File: config.mk
export PLATFORM = sky130hd
export DESIGN_NAME = adc_conversion_sequencer
export DESIGN_NICKNAME = d
export VERILOG_FILES = /design/src/pkg/adc_seq_pkg.sv /design/src/core/conv_clock_divider.sv /design/src/core/adc_conversion_sequencer.sv
export SDC_FILE = /design/constraint.sdc
export NUM_CORES = 1
export LEC_CHECK = 0
export ABC_AREA = 0
export ABC_CLOCK_PERIOD_IN_PS = 3250
export BUFFER_PORTS_ARGS = -buffer_cell sky130_fd_sc_hd__buf_4
export CAP_MARGIN = 10
export CORE_MARGIN = 2
export CORE_UTILIZATION = 27
export CTS_CLUSTER_SIZE = 24
export DETAILED_ROUTE_END_ITERATION = 6
export GPL_ROUTABILITY_DRIVEN = 0
export PLACE_DENSITY = 0.51
export SYNTH_ARGS = -nofsm -noshare
export SYNTH_HDL_FRONTEND = slang
export SYNTH_SLANG_ARGS = --single-unit
File: constraint.sdc
create_clock -name clock -period 3.25 [get_ports clock]
set_clock_uncertainty 0.15 [all_clocks]
set_input_delay 0.325 -clock clock [delete_from_list [all_inputs] [get_ports clock]]
set_output_delay 0.325 -clock clock [all_outputs]
set_load 0.01 [all_outputs]
File: src/pkg/adc_seq_pkg.sv
// Summary of operation
// RULE_01 - Result is 10 bits, right aligned, left aligned when left adjust is one
// RULE_02 - Software reads low byte before high byte; left aligned 8-bit needs high only
// RULE_03 - Reading the low byte blocks result updates until the high byte is read
// RULE_04 - A conversion ending while blocked leaves both bytes unchanged; result lost
// RULE_05 - Reading the high byte re-enables result updates to both bytes
// RULE_06 - Complete flag is set at every conversion end, even a discarded one
// RULE_07 - Converter stays disabled while the power reduction bit is one
// RULE_08 - Writing start begins one conversion; bit stays one, hardware clears it at end
// RULE_09 - Channel change during a conversion applies only after that conversion ends
// RULE_10 - Reference and channel selections take effect only while enabled
// RULE_11 - Channel field selects eight pins, ground or the bandgap reference
// RULE_12 - Auto trigger enable starts conversions from the selected trigger source
// RULE_13 - Trigger rising edge resets the converter clock prescaler and starts conversion
// RULE_14 - Trigger held high at end starts nothing; edges during conversion are ignored
// RULE_15 - Trigger source flags act regardless of their interrupt enables
// RULE_16 - Software clears the trigger source flag before its next event can trigger
// RULE_17 - Own complete flag as trigger gives free running, restarting at each end
// RULE_18 - Software starts the first free running conversion with the start bit
// RULE_19 - Start bit still launches a single conversion while auto triggering
// RULE_20 - Start bit reads one during any conversion, however started
// RULE_21 - Normal conversion takes 13 converter clocks, first after enable 25
// RULE_22 - Prescaler counts while enabled and is held in reset while disabled
// RULE_23 - At completion result and flag update; single mode clears start same cycle
// RULE_24 - Trigger select code zero selects the own complete flag
// RULE_25 - Complete flag cleared by writing one or by interrupt acknowledge
package adc_seq_pkg;
  localparam int ADDR_W = 3;
  localparam int DATA_W = 8;
  localparam int RES_W = 10;
  localparam int PS_W = 3;
  localparam int TSEL_W = 3;
  localparam int CH_W = 4;
  localparam int REF_W = 2;
  localparam int CNT_W = 5;
  localparam int TRIG_N = 8;
  // Register offsets
  localparam logic [ADDR_W-1:0] REG_RESULT_LO = 3'h0;
  localparam logic [ADDR_W-1:0] REG_RESULT_HI = 3'h1;
  localparam logic [ADDR_W-1:0] REG_CTRL_A = 3'h2;
  localparam logic [ADDR_W-1:0] REG_CTRL_B = 3'h3;
  localparam logic [ADDR_W-1:0] REG_INSEL = 3'h4;
  localparam logic [ADDR_W-1:0] REG_POWER = 3'h5;
  // Control A fields
  localparam int CA_EN = 7;
  localparam int CA_START = 6;
  localparam int CA_AUTO = 5;
  localparam int CA_FLAG = 4;
  localparam int CA_IE = 3;
  localparam int CA_PS_LSB = 0;
  // Control B, input select and power fields
  localparam int CB_TSEL_LSB = 0;
  localparam int IS_REF_LSB = 6;
  localparam int IS_LADJ = 5;
  localparam int IS_CH_LSB = 0;
  localparam int PW_PRR = 0;
  localparam logic PRR_RESET = 1'h0;
  // Conversion lengths in converter clocks
  localparam logic [CNT_W-1:0] LEN_NORMAL = 5'h0d;
  localparam logic [CNT_W-1:0] LEN_FIRST = 5'h19;
  // Trigger and channel codes
  localparam logic [TSEL_W-1:0] TRIG_FREE_RUN = 3'h0;
  localparam logic [CH_W-1:0] CH_BANDGAP = 4'he;
  localparam logic [CH_W-1:0] CH_GROUND = 4'hf;
endpackage

File: src/core/conv_clock_divider.sv
`timescale 1ns/1ps
`default_nettype none
module conv_clock_divider #(
  parameter int W = 8
) (
  // Clock and reset
  input wire logic clock,
  input wire logic nrst,
  // Control
  input wire logic enable,
  input wire logic restart,
  input wire logic [adc_seq_pkg::PS_W-1:0] sel,
  // Converter clock enable
  output logic tick
);
  import adc_seq_pkg::*;

  typedef struct packed {
    logic [W-1:0] cnt;
    logic tick;
  } div_state_t;

  div_state_t q;
  div_state_t d;

  // Divide by two to the power sel plus one
  function automatic logic [W-1:0] div_limit(input logic [PS_W-1:0] s);
    logic [W:0] full;
    full = (W+1)'(2) << s;
    return W'(full - (W+1)'(1));
  endfunction

  always_comb begin
    d = q;
    d.tick = 1'b0;
    if (!enable || restart) begin
      d.cnt = '0; // RULE_13 RULE_22
    end else if (q.cnt >= div_limit(sel)) begin
      // Greater-or-equal so a smaller divide setting never waits for a wrap
      d.cnt = '0;
      d.tick = 1'b1;
    end else begin
      d.cnt = q.cnt + W'(1);
    end
  end

  always_ff @(posedge clock or negedge nrst) begin
    if (!nrst) begin
      q <= '0;
    end else begin
      q <= d;
    end
  end

  assign tick = q.tick;

  property p_held_when_off;
    @(posedge clock) disable iff (!nrst) !enable |=> !tick && q.cnt == '0;
  endproperty
  a_held_when_off: assert property (p_held_when_off) else $error("prescaler ran while off"); // RULE_22
endmodule
`default_nettype wire

File: src/core/adc_conversion_sequencer.sv
// Implementation choices: the strobed register port and the address map.
`timescale 1ns/1ps
`default_nettype none
module adc_conversion_sequencer (
  // Clock and reset
  input wire logic clock,
  input wire logic nrst,
  // Register port
  input wire logic [adc_seq_pkg::ADDR_W-1:0] addr,
  input wire logic [adc_seq_pkg::DATA_W-1:0] wdata,
  input wire logic wr,
  input wire logic rd,
  output logic [adc_seq_pkg::DATA_W-1:0] rdata,
  // Trigger sources and interrupt vector acknowledge
  input wire logic [adc_seq_pkg::TRIG_N-1:0] trigger_in,
  input wire logic irq_ack,
  output logic irq,
  // Analog core
  input wire logic [adc_seq_pkg::RES_W-1:0] sar_result,
  output logic analog_enable,
  output logic conv_active,
  output logic conv_done,
  output logic [adc_seq_pkg::CH_W-1:0] channel_active,
  output logic [adc_seq_pkg::REF_W-1:0] reference_active
);
  import adc_seq_pkg::*;

  typedef struct packed {
    logic en;
    logic start_req;
    logic auto_en;
    logic flag;
    logic ie;
    logic [PS_W-1:0] ps;
    logic [TSEL_W-1:0] tsel;
    logic [REF_W-1:0] ref_buf;
    logic ladj;
    logic [CH_W-1:0] ch_buf;
    logic pwr;
    logic busy;
    logic first;
    logic lock;
    logic [CNT_W-1:0] cnt;
    logic [RES_W-1:0] result;
    logic trig_prev;
    logic [REF_W-1:0] ref_act;
    logic [CH_W-1:0] ch_act;
    logic [DATA_W-1:0] rdata;
    logic irq;
    logic done;
    logic active;
    logic aen;
  } seq_state_t;

  seq_state_t q;
  seq_state_t d;
  logic tick;
  logic eff_en;
  logic free_run;
  logic trig_lvl;
  logic trig_edge;
  logic trig_start;
  logic done_now;
  logic [CNT_W-1:0] len;
  logic [2*DATA_W-1:0] aligned;

  // Both bytes of the result as software sees them
  function automatic logic [2*DATA_W-1:0] align(input logic [RES_W-1:0] r, input logic left);
    logic [2*DATA_W-1:0] v;
    if (left) begin
      v = {r, {(2*DATA_W-RES_W){1'b0}}}; // RULE_01
    end else begin
      v = {{(2*DATA_W-RES_W){1'b0}}, r}; // RULE_01
    end
    return v;
  endfunction

  function automatic logic [DATA_W-1:0] read_reg(input logic [ADDR_W-1:0] a,
                                                  input seq_state_t s,
                                                  input logic [2*DATA_W-1:0] al);
    logic [DATA_W-1:0] v;
    v = '0;
    unique case (a)
      REG_RESULT_LO: v = al[DATA_W-1:0];
      REG_RESULT_HI: v = al[2*DATA_W-1:DATA_W];
      REG_CTRL_A: begin
        v[CA_EN] = s.en;
        v[CA_START] = s.busy | s.start_req; // RULE_20
        v[CA_AUTO] = s.auto_en;
        v[CA_FLAG] = s.flag;
        v[CA_IE] = s.ie;
        v[CA_PS_LSB +: PS_W] = s.ps;
      end
      REG_CTRL_B: v[CB_TSEL_LSB +: TSEL_W] = s.tsel;
      REG_INSEL: begin
        v[IS_REF_LSB +: REF_W] = s.ref_buf;
        v[IS_LADJ] = s.ladj;
        v[IS_CH_LSB +: CH_W] = s.ch_buf;
      end
      REG_POWER: v[PW_PRR] = s.pwr;
      default: v = '0;
    endcase
    return v;
  endfunction

  conv_clock_divider #(
    .W(8)
  ) u_div (
    .clock(clock),
    .nrst(nrst),
    .enable(eff_en),
    .restart(trig_start),
    .sel(q.ps),
    .tick(tick)
  );

  always_comb begin
    d = q;
    d.done = 1'b0;
    eff_en = q.en & ~q.pwr; // RULE_07
    aligned = align(q.result, q.ladj);
    free_run = q.auto_en && (q.tsel == TRIG_FREE_RUN); // RULE_24
    // Trigger level is used as is; source interrupt enables play no part
    trig_lvl = trigger_in[q.tsel]; // RULE_15
    trig_edge = trig_lvl & ~q.trig_prev;
    d.trig_prev = trig_lvl;
    trig_start = eff_en && q.auto_en && !free_run && trig_edge && !q.busy; // RULE_12 RULE_13 RULE_14
    len = q.first ? LEN_FIRST : LEN_NORMAL; // RULE_21
    done_now = q.busy && tick && (q.cnt + CNT_W'(1) == len);
    // Register writes
    if (wr) begin
      unique case (addr)
        REG_CTRL_A: begin
          d.en = wdata[CA_EN];
          d.auto_en = wdata[CA_AUTO];
          d.ie = wdata[CA_IE];
          d.ps = wdata[CA_PS_LSB +: PS_W];
          if (wdata[CA_FLAG]) begin
            d.flag = 1'b0; // RULE_25
          end
          if (wdata[CA_START] && wdata[CA_EN] && !q.pwr && !q.busy) begin
            d.start_req = 1'b1; // RULE_08 RULE_19
          end
        end
        REG_CTRL_B: d.tsel = wdata[CB_TSEL_LSB +: TSEL_W];
        REG_INSEL: begin
          d.ref_buf = wdata[IS_REF_LSB +: REF_W];
          d.ladj = wdata[IS_LADJ];
          d.ch_buf = wdata[IS_CH_LSB +: CH_W]; // RULE_11
        end
        REG_POWER: d.pwr = wdata[PW_PRR];
        default: d.pwr = q.pwr;
      endcase
    end
    if (irq_ack) begin
      d.flag = 1'b0; // RULE_25
    end
    // Result lock: low byte read blocks, high byte read releases
    if (rd && addr == REG_RESULT_LO) begin
      d.lock = 1'b1; // RULE_03
    end
    if (rd && addr == REG_RESULT_HI) begin
      d.lock = 1'b0; // RULE_05
    end
    d.rdata = rd ? read_reg(addr, q, aligned) : '0;
    // Conversion sequencing
    if (q.busy && tick) begin
      d.cnt = q.cnt + CNT_W'(1);
    end
    if (done_now) begin
      d.busy = 1'b0; // RULE_08 RULE_23
      d.first = 1'b0;
      d.done = 1'b1;
      d.flag = 1'b1; // RULE_06 RULE_23
      if (!q.lock) begin
        d.result = sar_result; // RULE_04 RULE_23
      end
      // Selection buffer is released in the last converter clock
      d.ch_act = q.ch_buf; // RULE_09
      d.ref_act = q.ref_buf;
      if (free_run) begin
        d.busy = 1'b1; // RULE_17
        d.cnt = '0;
      end
    end else if (trig_start) begin
      d.busy = 1'b1; // RULE_13
      d.cnt = '0;
      d.start_req = 1'b0;
    end else if (!q.busy && q.start_req && tick) begin
      // Software start waits for the next converter clock edge
      d.busy = 1'b1; // RULE_08 RULE_18
      d.cnt = '0;
      d.start_req = 1'b0;
    end
    if (eff_en && !q.busy) begin
      d.ch_act = q.ch_buf; // RULE_09 RULE_10
      d.ref_act = q.ref_buf; // RULE_10
    end
    if (!eff_en) begin
      d.busy = 1'b0; // RULE_07
      d.first = 1'b1; // RULE_21
      d.cnt = '0;
    end
    // A start written together with enable must survive until the first tick
    if (!d.en || d.pwr) begin
      d.start_req = 1'b0; // RULE_07
    end
    d.irq = d.flag & d.ie;
    d.active = d.busy;
    d.aen = eff_en;
  end

  always_ff @(posedge clock or negedge nrst) begin
    if (!nrst) begin
      q <= '0;
      q.first <= 1'b1;
      q.pwr <= PRR_RESET;
    end else begin
      q <= d;
    end
  end

  assign rdata = q.rdata;
  assign irq = q.irq;
  assign analog_enable = q.aen;
  assign conv_active = q.active;
  assign conv_done = q.done;
  assign channel_active = q.ch_act;
  assign reference_active = q.ref_act;

  property p_right_align;
    @(posedge clock) disable iff (!nrst)
      rd && addr == REG_RESULT_HI && !q.ladj |=> rdata == {6'h00, $past(q.result[9:8])};
  endproperty
  a_right_align: assert property (p_right_align) else $error("high byte misaligned"); // RULE_01

  property p_low_locks;
    @(posedge clock) disable iff (!nrst) rd && addr == REG_RESULT_LO |=> q.lock;
  endproperty
  a_low_locks: assert property (p_low_locks) else $error("low read did not lock"); // RULE_03

  property p_discard;
    @(posedge clock) disable iff (!nrst) done_now && q.lock |=> $stable(q.result);
  endproperty
  a_discard: assert property (p_discard) else $error("locked result overwritten"); // RULE_04

  property p_high_unlocks;
    @(posedge clock) disable iff (!nrst) rd && addr == REG_RESULT_HI |=> !q.lock;
  endproperty
  a_high_unlocks: assert property (p_high_unlocks) else $error("high read kept lock"); // RULE_05

  property p_flag_at_end;
    @(posedge clock) disable iff (!nrst) done_now |=> q.flag && conv_done;
  endproperty
  a_flag_at_end: assert property (p_flag_at_end) else $error("flag missed at end"); // RULE_06

  property p_power_off;
    @(posedge clock) disable iff (!nrst) q.pwr |=> !analog_enable && !conv_active;
  endproperty
  a_power_off: assert property (p_power_off) else $error("converter ran in power reduction"); // RULE_07

  property p_single_clears;
    @(posedge clock) disable iff (!nrst) done_now && !free_run |=> !conv_active;
  endproperty
  a_single_clears: assert property (p_single_clears) else $error("start not cleared"); // RULE_08

  property p_chan_locked;
    @(posedge clock) disable iff (!nrst)
      q.busy && $past(q.busy) && !q.done |-> $stable(q.ch_act);
  endproperty
  a_chan_locked: assert property (p_chan_locked) else $error("channel changed mid conversion"); // RULE_09

  property p_edge_ignored;
    @(posedge clock) disable iff (!nrst)
      q.busy && trig_edge && !tick && !done_now |=> q.cnt == $past(q.cnt);
  endproperty
  a_edge_ignored: assert property (p_edge_ignored) else $error("busy edge restarted"); // RULE_14

  property p_free_run;
    @(posedge clock) disable iff (!nrst) done_now && free_run && eff_en |=> q.busy [*2];
  endproperty
  a_free_run: assert property (p_free_run) else $error("free running stopped"); // RULE_17

  c_lost_result: cover property (@(posedge clock) disable iff (!nrst) done_now && q.lock);
  c_trig_start: cover property (@(posedge clock) disable iff (!nrst) trig_start);
  c_free_run: cover property (@(posedge clock) disable iff (!nrst) done_now && free_run);
endmodule
`default_nettype wire

==> results_dict.tcl, run 1 <==
set metrics [dict create \
    final-max-slew-violation-count 0 \
    yosysTopAreaCell "sky130_fd_sc_hd__dfrtp_1" \
    finish.cell_count_without_fillers 530 \
    p_comb_share_pct 19.0 \
    synthSimpleGateAreaFrac_pct 14.62 \
    synth.ff_latch_count 64 \
    synthMostInstantiatedCell "sky130_fd_sc_hd__dfrtp_1" \
    power.static_leakage_nw 1.923 \
    floorplan.die.width_um 115.8 \
    final_tns_setup_ns 0 \
    seqCellArea_mm2 0.001603 \
    multiInputGateArea_mm2 0.001582 \
    synth-edff-count 0 \
    start_util_pct 27.84 \
    grt_first_pass_wirelength_um 12590 \
    fillers 1261 \
    layout_min_cycle_time_ns 3.109 \
    synth.mux.area_fraction_pct 14.06 \
    top_level_port_count 52 \
    die_y_um 115.8 \
    drv.max_cap_violation_count 0 \
    final_core_utilization_pct 34.46 \
    average_cell_area_after_synthesis_um2 10.54 \
    critPathMaxStageDelay_ns 0.44 \
    finalHoldWorstSlack_ns 0.07637 \
    yosys.area_share.xor_xnor_pct 3.636 \
    final.setup.worst_slack_ns 0.1412 \
    drt_drc_violations_left 0 \
    drtAntennaViolNets 0 \
    cts_buffers 9 \
    cts-root-to-sink-buffers 2 \
    largest_family_of_logic_cells_by_synthesized_area "simple AND/OR/NAND/NOR gates" \
    layout-drive-gt1-share_pct 30.11 \
    post_synth_fa_ha_maj_area_fraction_pct 4.082 \
    synthesis.area_mm2 0.003372 \
    mappedNetlistNets 365 \
    cpLargestDelayFamily "compound AO/OA/AOI/OAI gates" \
    worst-setup-path-type "reg2reg" \
    first_global_vias 2412 \
    timing.critical_path.from_type "register" \
    synthArstFlopShare_pct 100.0 \
    cts_root_buf "sky130_fd_sc_hd__clkbuf_16" \
    wl_um 7725 \
    grt_remaining_overflow 0 \
    detailedRoute.firstIterationViolations 140 \
    finalCritPeriodShare_pct 95.66 \
    synth_top_cells_by_count "sky130_fd_sc_hd__dfrtp_1, sky130_fd_sc_hd__mux2_2, sky130_fd_sc_hd__nor2_1" \
    synth_flop_cell "sky130_fd_sc_hd__dfrtp_1" \
    fp.dieArea_mm2 0.01340 \
    power_switching_mw 0.6783 \
    postCtsSetupBuffers 0 \
    via_per_inst 4.602 \
    maximum_number_of_pins_on_one_net_before_global_route_repair 65 \
    synth_area_leaders "sky130_fd_sc_hd__dfrtp_1, sky130_fd_sc_hd__mux2_2, sky130_fd_sc_hd__ha_1" \
    tightest_slew_ns 0.8115 \
    final_cell_area_mm2 0.004174 \
    worstPathBufferInverterCount 0 \
    total_power_mw 2.568 \
    internal_power_mw 1.890 \
    synth.lib_cells_used.distinct 47 \
    cts_tree "done" \
    synth_sequential_area_ratio_pct 47.53 \
    switching_share_pct 26.41 \
    place.detailed.hpwl_um 5575 \
    core_mm2 0.01211 \
    critPathCaptureType "register" \
    clock_sink_count 64 \
    critical_path_at_ns 3.22 \
    hold_viol 0 \
    proportion_of_netlist_area_held_by_the_largest_area_contributor_pct 46.75 \
    num_vias 2439 \
    path_max_fanout 8 \
    layout-area-overhead-vs-synth_pct 23.78 \
    placement.io_buffers 51 \
    power_density_mw_per_mm2 615.3 \
    critical_path_required_ns 3.36 \
    finalSetupViolCount 0 \
    dpl_worst_slack_ns 0.05145 \
    fmaxAchievable_mhz 321.7 \
    numPlacedInstances 513 \
    worst_hold_path_type "in2reg" \
    route.detailed.wl_per_inst_um 14.58 \
    syn_warnings 0 \
    seqPwrFrac_pct 39.3 \
    worst_skew_pair.late_latency_ns 0.33 \
    grt_antenna_before_repair 0 \
    timing.critical_path.slowest_stage_cell "sky130_fd_sc_hd__dfrtp_1" \
    diodes 0 \
    drt_pre_antenna_iters 4 \
    num_rows 40 \
    worstPathCellList "or3_1 -> ha_2 -> nor3_1 -> a21oi_1 -> o21a_1 -> ha_1 -> a211oi_1 -> o21ai_0 -> a221oi_2 -> nand3_2 -> nor2_1" \
    outcome "complete, no violations" \
    cts_max_level 3 \
    worst_ir_drop_vdd_v 0.0002271 \
    synth_compound_area_share_pct 10.09 \
    worst_slew_margin_rel_pct 45.90 \
    postSynthCellCount 320 \
    place_area_mm2 0.003816 \
    layout.nets 402 \
    clock_power_share_pct 41.8 \
    cts.clk_slew.worst_paths_ns 0.05 \
    track_usage_pct 12.13 \
]
cells by family (layout without fill, tap and decap cells):
| family | Yosys count | after routing |
|---|---|---|
| xor gates and xnor gates | 14 | 14 |
| adders and majority gates | 11 | 11 |
| and+or+nand+nor | 98 | 98 |
| buffers and inverters | 38 | 80 |
| AOI/OAI and AO/OA | 52 | 52 |
| muxes | 43 | 43 |
| DFF | 64 | 64 |
cells in the final DEF, fill, tap and decap left out, drive strengths merged, types with 2 or more instances in the layout:
cell    instances
dfrtp          63
buf            53
mux2           35
nor2           30
nand2          26
o21ai          16
clkbuf         14
xor2           11
nand3          11
ha             11
a21oi          10
inv            10
mux2i           8
nor2b           5
and3            5
and2            5
a22oi           4
a211oi          4
o211ai          3
xnor2           3
a221oi          3
nor3            2
nand2b          2
nor4b           2
nand4           2
o31ai           2
a31oi           2
nand3b          2
a221o           2
bufinv          2
routing by layer:
layer	up-vias	GRT usage (%)	wire (um)
li1	1181	-	-
met1	1204	17.51	3928
met2	47	18.05	3440
met3	7	2.667	251
met4	0	4.048	104
met5	-	0	0
power groups by stage:
stage	clock network [mW]	logic [mW]	registers (mW)
after floorplan	0	0.366	0.975
after global placement	0	0.474	1.02
after detailed placement	0	0.481	1.02
after CTS	1.10	0.485	1.01
after global routing	1.14	0.541	1.03
final	1.07	0.487	1.01
path summary, 6_finish.rpt:
check / from / to / slack (ns) / depth (start not counted)
max: q[50] / u_div.q[4] / 0.14 / 11
min: sar_result[8] / q[27] / 0.08 / 2
max reg2reg: q[50] / u_div.q[4] / 0.14 / 11
min reg2reg: q[35] / q[35] / 0.33 / 2
max in group asynchronous: nrst / u_div.q[7] / 1.93 / 2
min in group asynchronous: nrst / q[24] / 0.48 / 2
sequential cells by signal, summed over array words and instances (netlist names):
name,cells
rdata,8
analog_enable,1
reference_active,2
conv_done,1
conv_active,1
u_div.tick,1
u_div.q,8
q,37
irq,1
channel_active,4
final cells by class:
class                      count  share of cell area, %
timing repair buffer          54                  9.772
clock inverter                 2                  1.439
inverter                      10                 0.8993
tap                          168                  5.036
clock buffer                  14                  6.565
sequential                    64                  38.40
multi-input combinational    218                  37.89
timing repair:
item,in CTS,in global routing
hold endpoints to repair,63,0
hold buffers,1,0
endpoints found under the setup margin,0,8
resized for setup,0,3
(Power assumes the default switching activity.)
==> run 2, diff against run 1 <==
CORE_ASPECT_RATIO = 1.2   (was unset)
==> run 2 against run 1 <==
Worst hold slack worse by 0.00062 ns; critical path depth did not move; sequential power about the same; clock-buffer cell count shrank 2; die area hardly changed; maximum frequency increased by 3.4%; final cell count shrank 1.1%; first-iteration DRC count down 34%; register-to-register slack improved by 0.10 ns; cell area is 1.1% lower; global-route usage grew 0.19 points; critical endpoint is now u_div.q[3]; worst setup slack improved by 0.10 ns.
==> results_dict.tcl, run 2 (synthesis gave the netlist of run 1 again) <==
set metrics [dict create \
    worst_ir_drop_vdd_v 0.0002797 \
    core_mm2 0.01217 \
    wl_um 7843 \
    critical_path_required_ns 3.35 \
    finalCritPeriodShare_pct 92.50 \
    via_per_inst 4.626 \
    start_util_pct 27.71 \
    largest_register_ff_count 37 \
    layout_min_cycle_time_ns 3.006 \
    drt_pre_antenna_iters 4 \
    cts_root_buf "sky130_fd_sc_hd__clkbuf_16" \
    postCtsSetupBuffers 0 \
    num_vias 2424 \
    place.detailed.hpwl_um 5733 \
    die_y_um 126.4 \
    dpl_worst_slack_ns 0.01818 \
    finish.cell_count_without_fillers 524 \
    clock_power_share_pct 37.4 \
    timing.critical_path.from_type "register" \
    fp.dieArea_mm2 0.01340 \
    p_comb_share_pct 20.6 \
    numPlacedInstances 507 \
    timing.critical_path.slowest_stage_cell "sky130_fd_sc_hd__dfrtp_2" \
    diodes 0 \
    critical_path_at_ns 3.11 \
    worstPathCellList "or3_1 -> ha_2 -> nor3_1 -> a21oi_1 -> o21a_1 -> ha_1 -> a211oi_1 -> o21ai_0 -> a221oi_2 -> nand3_2 -> nor2_2" \
    critPathMaxStageDelay_ns 0.45 \
    layout-area-overhead-vs-synth_pct 22.41 \
    route.detailed.wl_per_inst_um 14.97 \
    floorplan.die.width_um 106.0 \
    fillers 1246 \
    drt_drc_violations_left 0 \
    worst-setup-path-type "reg2reg" \
    outcome "complete, no violations" \
    worst_skew_pair.late_latency_ns 0.33 \
    grt_first_pass_wirelength_um 12880 \
    mostFrequentLayoutCell "sky130_fd_sc_hd__dfrtp_1" \
    regMostFlops "q" \
    layout-drive-gt1-share_pct 31.13 \
    cts_max_level 3 \
    final-max-slew-violation-count 0 \
    tightest_slew_ns 0.8190 \
    power_density_mw_per_mm2 581.7 \
    drv.max_cap_violation_count 0 \
    switching_share_pct 28.50 \
    final_cell_mix "sky130_fd_sc_hd__dfrtp_1, sky130_fd_sc_hd__buf_4, sky130_fd_sc_hd__mux2_2, sky130_fd_sc_hd__nor2_1, sky130_fd_sc_hd__nand2_1" \
    cts_tree "done" \
    maximum_number_of_pins_on_one_net_before_global_route_repair 65 \
    hold_viol 0 \
    placement.io_buffers 51 \
    worst_slew_margin_rel_pct 45.40 \
    grt_remaining_overflow 0 \
    finalSetupViolCount 0 \
    clock_sink_count 64 \
    cts_buffers 9 \
    grt_antenna_before_repair 0 \
    cts-root-to-sink-buffers 2 \
    first_global_vias 2470 \
    top_level_port_count 52 \
    internal_power_mw 1.717 \
    track_usage_pct 12.32 \
    detailedRoute.firstIterationViolations 93 \
    final.setup.worst_slack_ns 0.2437 \
    critPathCaptureType "register" \
    worst_hold_path_type "in2reg" \
    power.static_leakage_nw 1.898 \
    seqPwrFrac_pct 42.0 \
    cpLargestDelayFamily "compound AO/OA/AOI/OAI gates" \
    layout.nets 403 \
    drtAntennaViolNets 0 \
    cts.clk_slew.worst_paths_ns 0.06 \
    worstPathBufferInverterCount 0 \
    num_rows 44 \
    fmaxAchievable_mhz 332.6 \
    power_switching_mw 0.6842 \
    path_max_fanout 8 \
]
run 2: power by group through the flow:
stage | combinational (mW) | clock (mW) | sequential [mW]
2_1_floorplan | 0.366 | 0 | 0.975
3_3_place_gp | 0.480 | 0 | 1.02
3_5_place_dp | 0.488 | 0 | 1.02
4_1_cts | 0.495 | 0.924 | 1.01
5_1_grt | 0.547 | 0.965 | 1.02
6_report | 0.495 | 0.898 | 1.01
run 2: area by class of cell:
type | count | area [um2] | area share (%)
Sequential cell | 64 | 1604 | 38.86
Timing Repair Buffer | 55 | 415.4 | 10.06
Multi-Input combinational cell | 218 | 1584 | 38.38
Clock buffer | 12 | 256.5 | 6.214
Tap cell | 161 | 201.4 | 4.880
Clock inverter | 4 | 28.78 | 0.6972
Inverter | 10 | 37.54 | 0.9094
run 2: metal layers:
| metal | up-vias | global-route usage, % | wire [um] | share of wire [%] |
|---|---|---|---|---|
| met5 | - | 0 | 0 | 0 |
| met4 | 0 | 4.954 | 95 | 1.2 |
| met3 | 4 | 2.467 | 201 | 2.6 |
| met2 | 39 | 19.39 | 3852 | 49 |
| met1 | 1187 | 16.65 | 3693 | 47 |
| li1 | 1194 | - | - | - |
run 2: final timing paths:
check	startpoint	end	slack [ns]	cells past startpoint
worst max-delay path	q[49]	u_div.q[3]	0.24	11
worst min-delay path	sar_result[1]	q[20]	0.08	2
worst max register to register	q[49]	u_div.q[3]	0.24	11
worst min register to register	q[35]	q[35]	0.34	2
max in group asynchronous	nrst	q[49]	1.91	2
min in group asynchronous	nrst	u_div.q[1]	0.48	2
run 2: worst reg2reg max path, delay by kind of cell, from the launching register on:
family,cells,cell delay (ns)
AOI/OAI and AO/OA,5,0.92
adders and majority gates,2,0.52
DFF,1,0.45
and+or+nand+nor,4,0.90
run 2: stage by stage:
step / TNS [ns] / instance area [um2] / utilization [%] / power (mW) / hold WS (ns)
final: 0 / 4128 / 33.93 / 2.401 / 0.07576
after global routing: -0.1208 / 4128 / 33.93 / 2.536 / 0.06246
after CTS: 0 / 4115 / 33.82 / 2.428 / 0.06813
after detailed placement: 0 / 3815 / 31.36 / 1.511 / 0.3180
after global placement: 0 / 3815 / 31.36 / 1.502 / 0.3212
after floorplan: 0 / 3372 / - / 1.340 / -0.1206
run 2: repair_timing:
action	CTS	global route
endpoints found under the hold margin	63	0
hold buffers	1	0
pin swaps	0	3
setup endpoints to repair	1	8
cloned	0	0
gates resized for setup	1	4
==> run 3, diff against run 2 <==
CORE_UTILIZATION = 51   (was 27)
HOLD_SLACK_MARGIN = 0.1   (was unset)
PLACE_DENSITY = 0.82   (was 0.51)
SLEW_MARGIN = 20   (was unset)
==> run 3 against run 2 <==
Sequential power is essentially flat; cell area increased by 0.88%; critical path depth unchanged; total power decreased by 1.6%; routed wire length is 5.2% lower; non-clock buffer count grew 17; worst setup slack got worse by 0.091 ns; combinational power is 1% higher; via count increased by 8.3%; clock power is 5.1% lower; critical path type unchanged; critical endpoint is now u_div.q[5].
==> results_dict.tcl, run 3 (synthesis gave the netlist of run 1 again) <==
set metrics [dict create \
    timing.critical_path.from_type "register" \
    place.detailed.hpwl_um 5031 \
    cts_root_buf "sky130_fd_sc_hd__clkbuf_8" \
    top_level_port_count 52 \
    critPathMaxStageDelay_ns 0.44 \
    grt_remaining_overflow 0 \
    maximum_number_of_pins_on_one_net_before_global_route_repair 65 \
    worstPathCellList "or3_1 -> ha_1 -> nor3_1 -> a21oi_1 -> o21a_1 -> ha_1 -> a211oi_1 -> o21ai_0 -> a221oi_2 -> nand3_2 -> nor2_1" \
    track_usage_pct 21.77 \
    internal_power_mw 1.700 \
    clock_sink_count 64 \
    layout_min_cycle_time_ns 3.097 \
    regMostFlops "q" \
    worst_slew_margin_rel_pct 47.22 \
    critical_path_required_ns 3.38 \
    power_switching_mw 0.6619 \
    numPlacedInstances 430 \
    grt_first_pass_wirelength_um 12210 \
    critical_path.most_common_cell "sky130_fd_sc_hd__ha_1" \
    finish.cell_count_without_fillers 465 \
    layout-drive-gt1-share_pct 29.21 \
    num_rows 32 \
    final_core_utilization_pct 65.00 \
    cpLargestDelayFamily "simple AND/OR/NAND/NOR gates" \
    cts_max_level 3 \
    seqPwrFrac_pct 42.7 \
    critical_path_at_ns 3.22 \
    final-max-slew-violation-count 0 \
    cts_buffers 9 \
    power_density_mw_per_mm2 567.1 \
    tightest_slew_ns 0.7916 \
    cts-root-to-sink-buffers 2 \
    power.static_leakage_nw 1.959 \
    drtAntennaViolNets 0 \
    grt_antenna_before_repair 0 \
    worst_hold_path_type "in2reg" \
    final_cell_mix "sky130_fd_sc_hd__dfrtp_1, sky130_fd_sc_hd__buf_4, sky130_fd_sc_hd__mux2_2, sky130_fd_sc_hd__nor2_1, sky130_fd_sc_hd__nand2_1" \
    detailedRoute.firstIterationViolations 209 \
    first_global_vias 2544 \
    p_comb_share_pct 21.2 \
    total_power_mw 2.362 \
    path_max_fanout 8 \
    wl_um 7433 \
    route.detailed.wl_per_inst_um 15.98 \
    diodes 0 \
    fillers 507 \
    switching_share_pct 28.03 \
    worst_ir_drop_vdd_v 0.0004190 \
    clock_power_share_pct 36.1 \
    finalCritPeriodShare_pct 95.29 \
    timing.critical_path.slowest_stage_cell "sky130_fd_sc_hd__dfrtp_1" \
    finalHoldWorstSlack_ns 0.1129 \
    cts_tree "done" \
    mostFrequentLayoutCell "sky130_fd_sc_hd__dfrtp_1" \
    die_y_um 93.07 \
    drt_pre_antenna_iters 4 \
    fmaxAchievable_mhz 322.9 \
    layout.nets 420 \
    num_vias 2625 \
    floorplan.die.width_um 78.23 \
    hold_viol 0 \
    layout-area-overhead-vs-synth_pct 23.49 \
    core_mm2 0.006406 \
    critPathCaptureType "register" \
    worst_skew_pair.late_latency_ns 0.35 \
    start_util_pct 52.64 \
    largest_register_ff_count 37 \
    drv.max_cap_violation_count 0 \
    outcome "complete, no violations" \
    fp.dieArea_mm2 0.007280 \
    placement.io_buffers 51 \
    worst-setup-path-type "reg2reg" \
    cts.clk_slew.worst_paths_ns 0.07 \
    via_per_inst 5.645 \
    worstPathBufferInverterCount 0 \
    drt_drc_violations_left 0 \
    finalSetupViolCount 0 \
]
[run 3: final cells by class]
class / instances / area (um2) / area share [%]
Clock buffer: 10 / 137.6 / 3.305
Clock inverter: 6 / 115.1 / 2.764
Inverter: 10 / 37.54 / 0.9014
Multi-Input combinational cell: 218 / 1579 / 37.92
Sequential cell: 64 / 1603 / 38.49
Tap cell: 85 / 106.4 / 2.554
Timing Repair Buffer: 72 / 585.6 / 14.06
[run 3: what timing repair did]
item / 4_1_cts / 5_1_grt
endpoints found under the setup margin: 1 / 8
buffers inserted: 0 / 1
gates resized for setup: 1 / 1
hold buffers: 18 / 0
hold endpoints to repair: 87 / 0
pin swaps: 0 / 2
[run 3: stage by stage]
stage	setup TNS [ns]	setup WS [ns]	area [um2]
after detailed placement	-0.001940	-0.001940	3712
after global placement	0	0.2170	3712
after floorplan	0	0.2293	3372
final	0	0.1532	4164
after global routing	-0.01363	-0.007292	4164
after CTS	0	0.04368	4150
[run 3: power by group through the flow]
stage,registers (mW),logic (mW),clock network (mW)
after floorplan,0.975,0.366,0
after global placement,1.01,0.458,0
after detailed placement,1.02,0.475,0
after CTS,1.00,0.498,0.865
after global routing,1.02,0.544,0.905
final,1.01,0.501,0.852
[run 3: final timing paths]
| kind | start | endpoint | slack, ns | cells after the start |
|---|---|---|---|---|
| setup / recovery | q[50] | u_div.q[5] | 0.15 | 11 |
| hold / removal | rd | rdata[2] | 0.11 | 2 |
| setup reg to reg | q[50] | u_div.q[5] | 0.15 | 11 |
| hold reg to reg | q[35] | q[35] | 0.34 | 2 |
| max in group asynchronous | nrst | q[49] | 1.97 | 2 |
| min in group asynchronous | nrst | u_div.q[3] | 0.44 | 2 |
[run 3: routing by layer]
layer  up-vias  wire [um]  global-route usage (%)
met5         -          0                       0
met4         0        186                   11.40
met3        18        412                   3.668
met2       106       3739                   36.28
met1      1276       3096                   27.21
li1       1225          -                       -
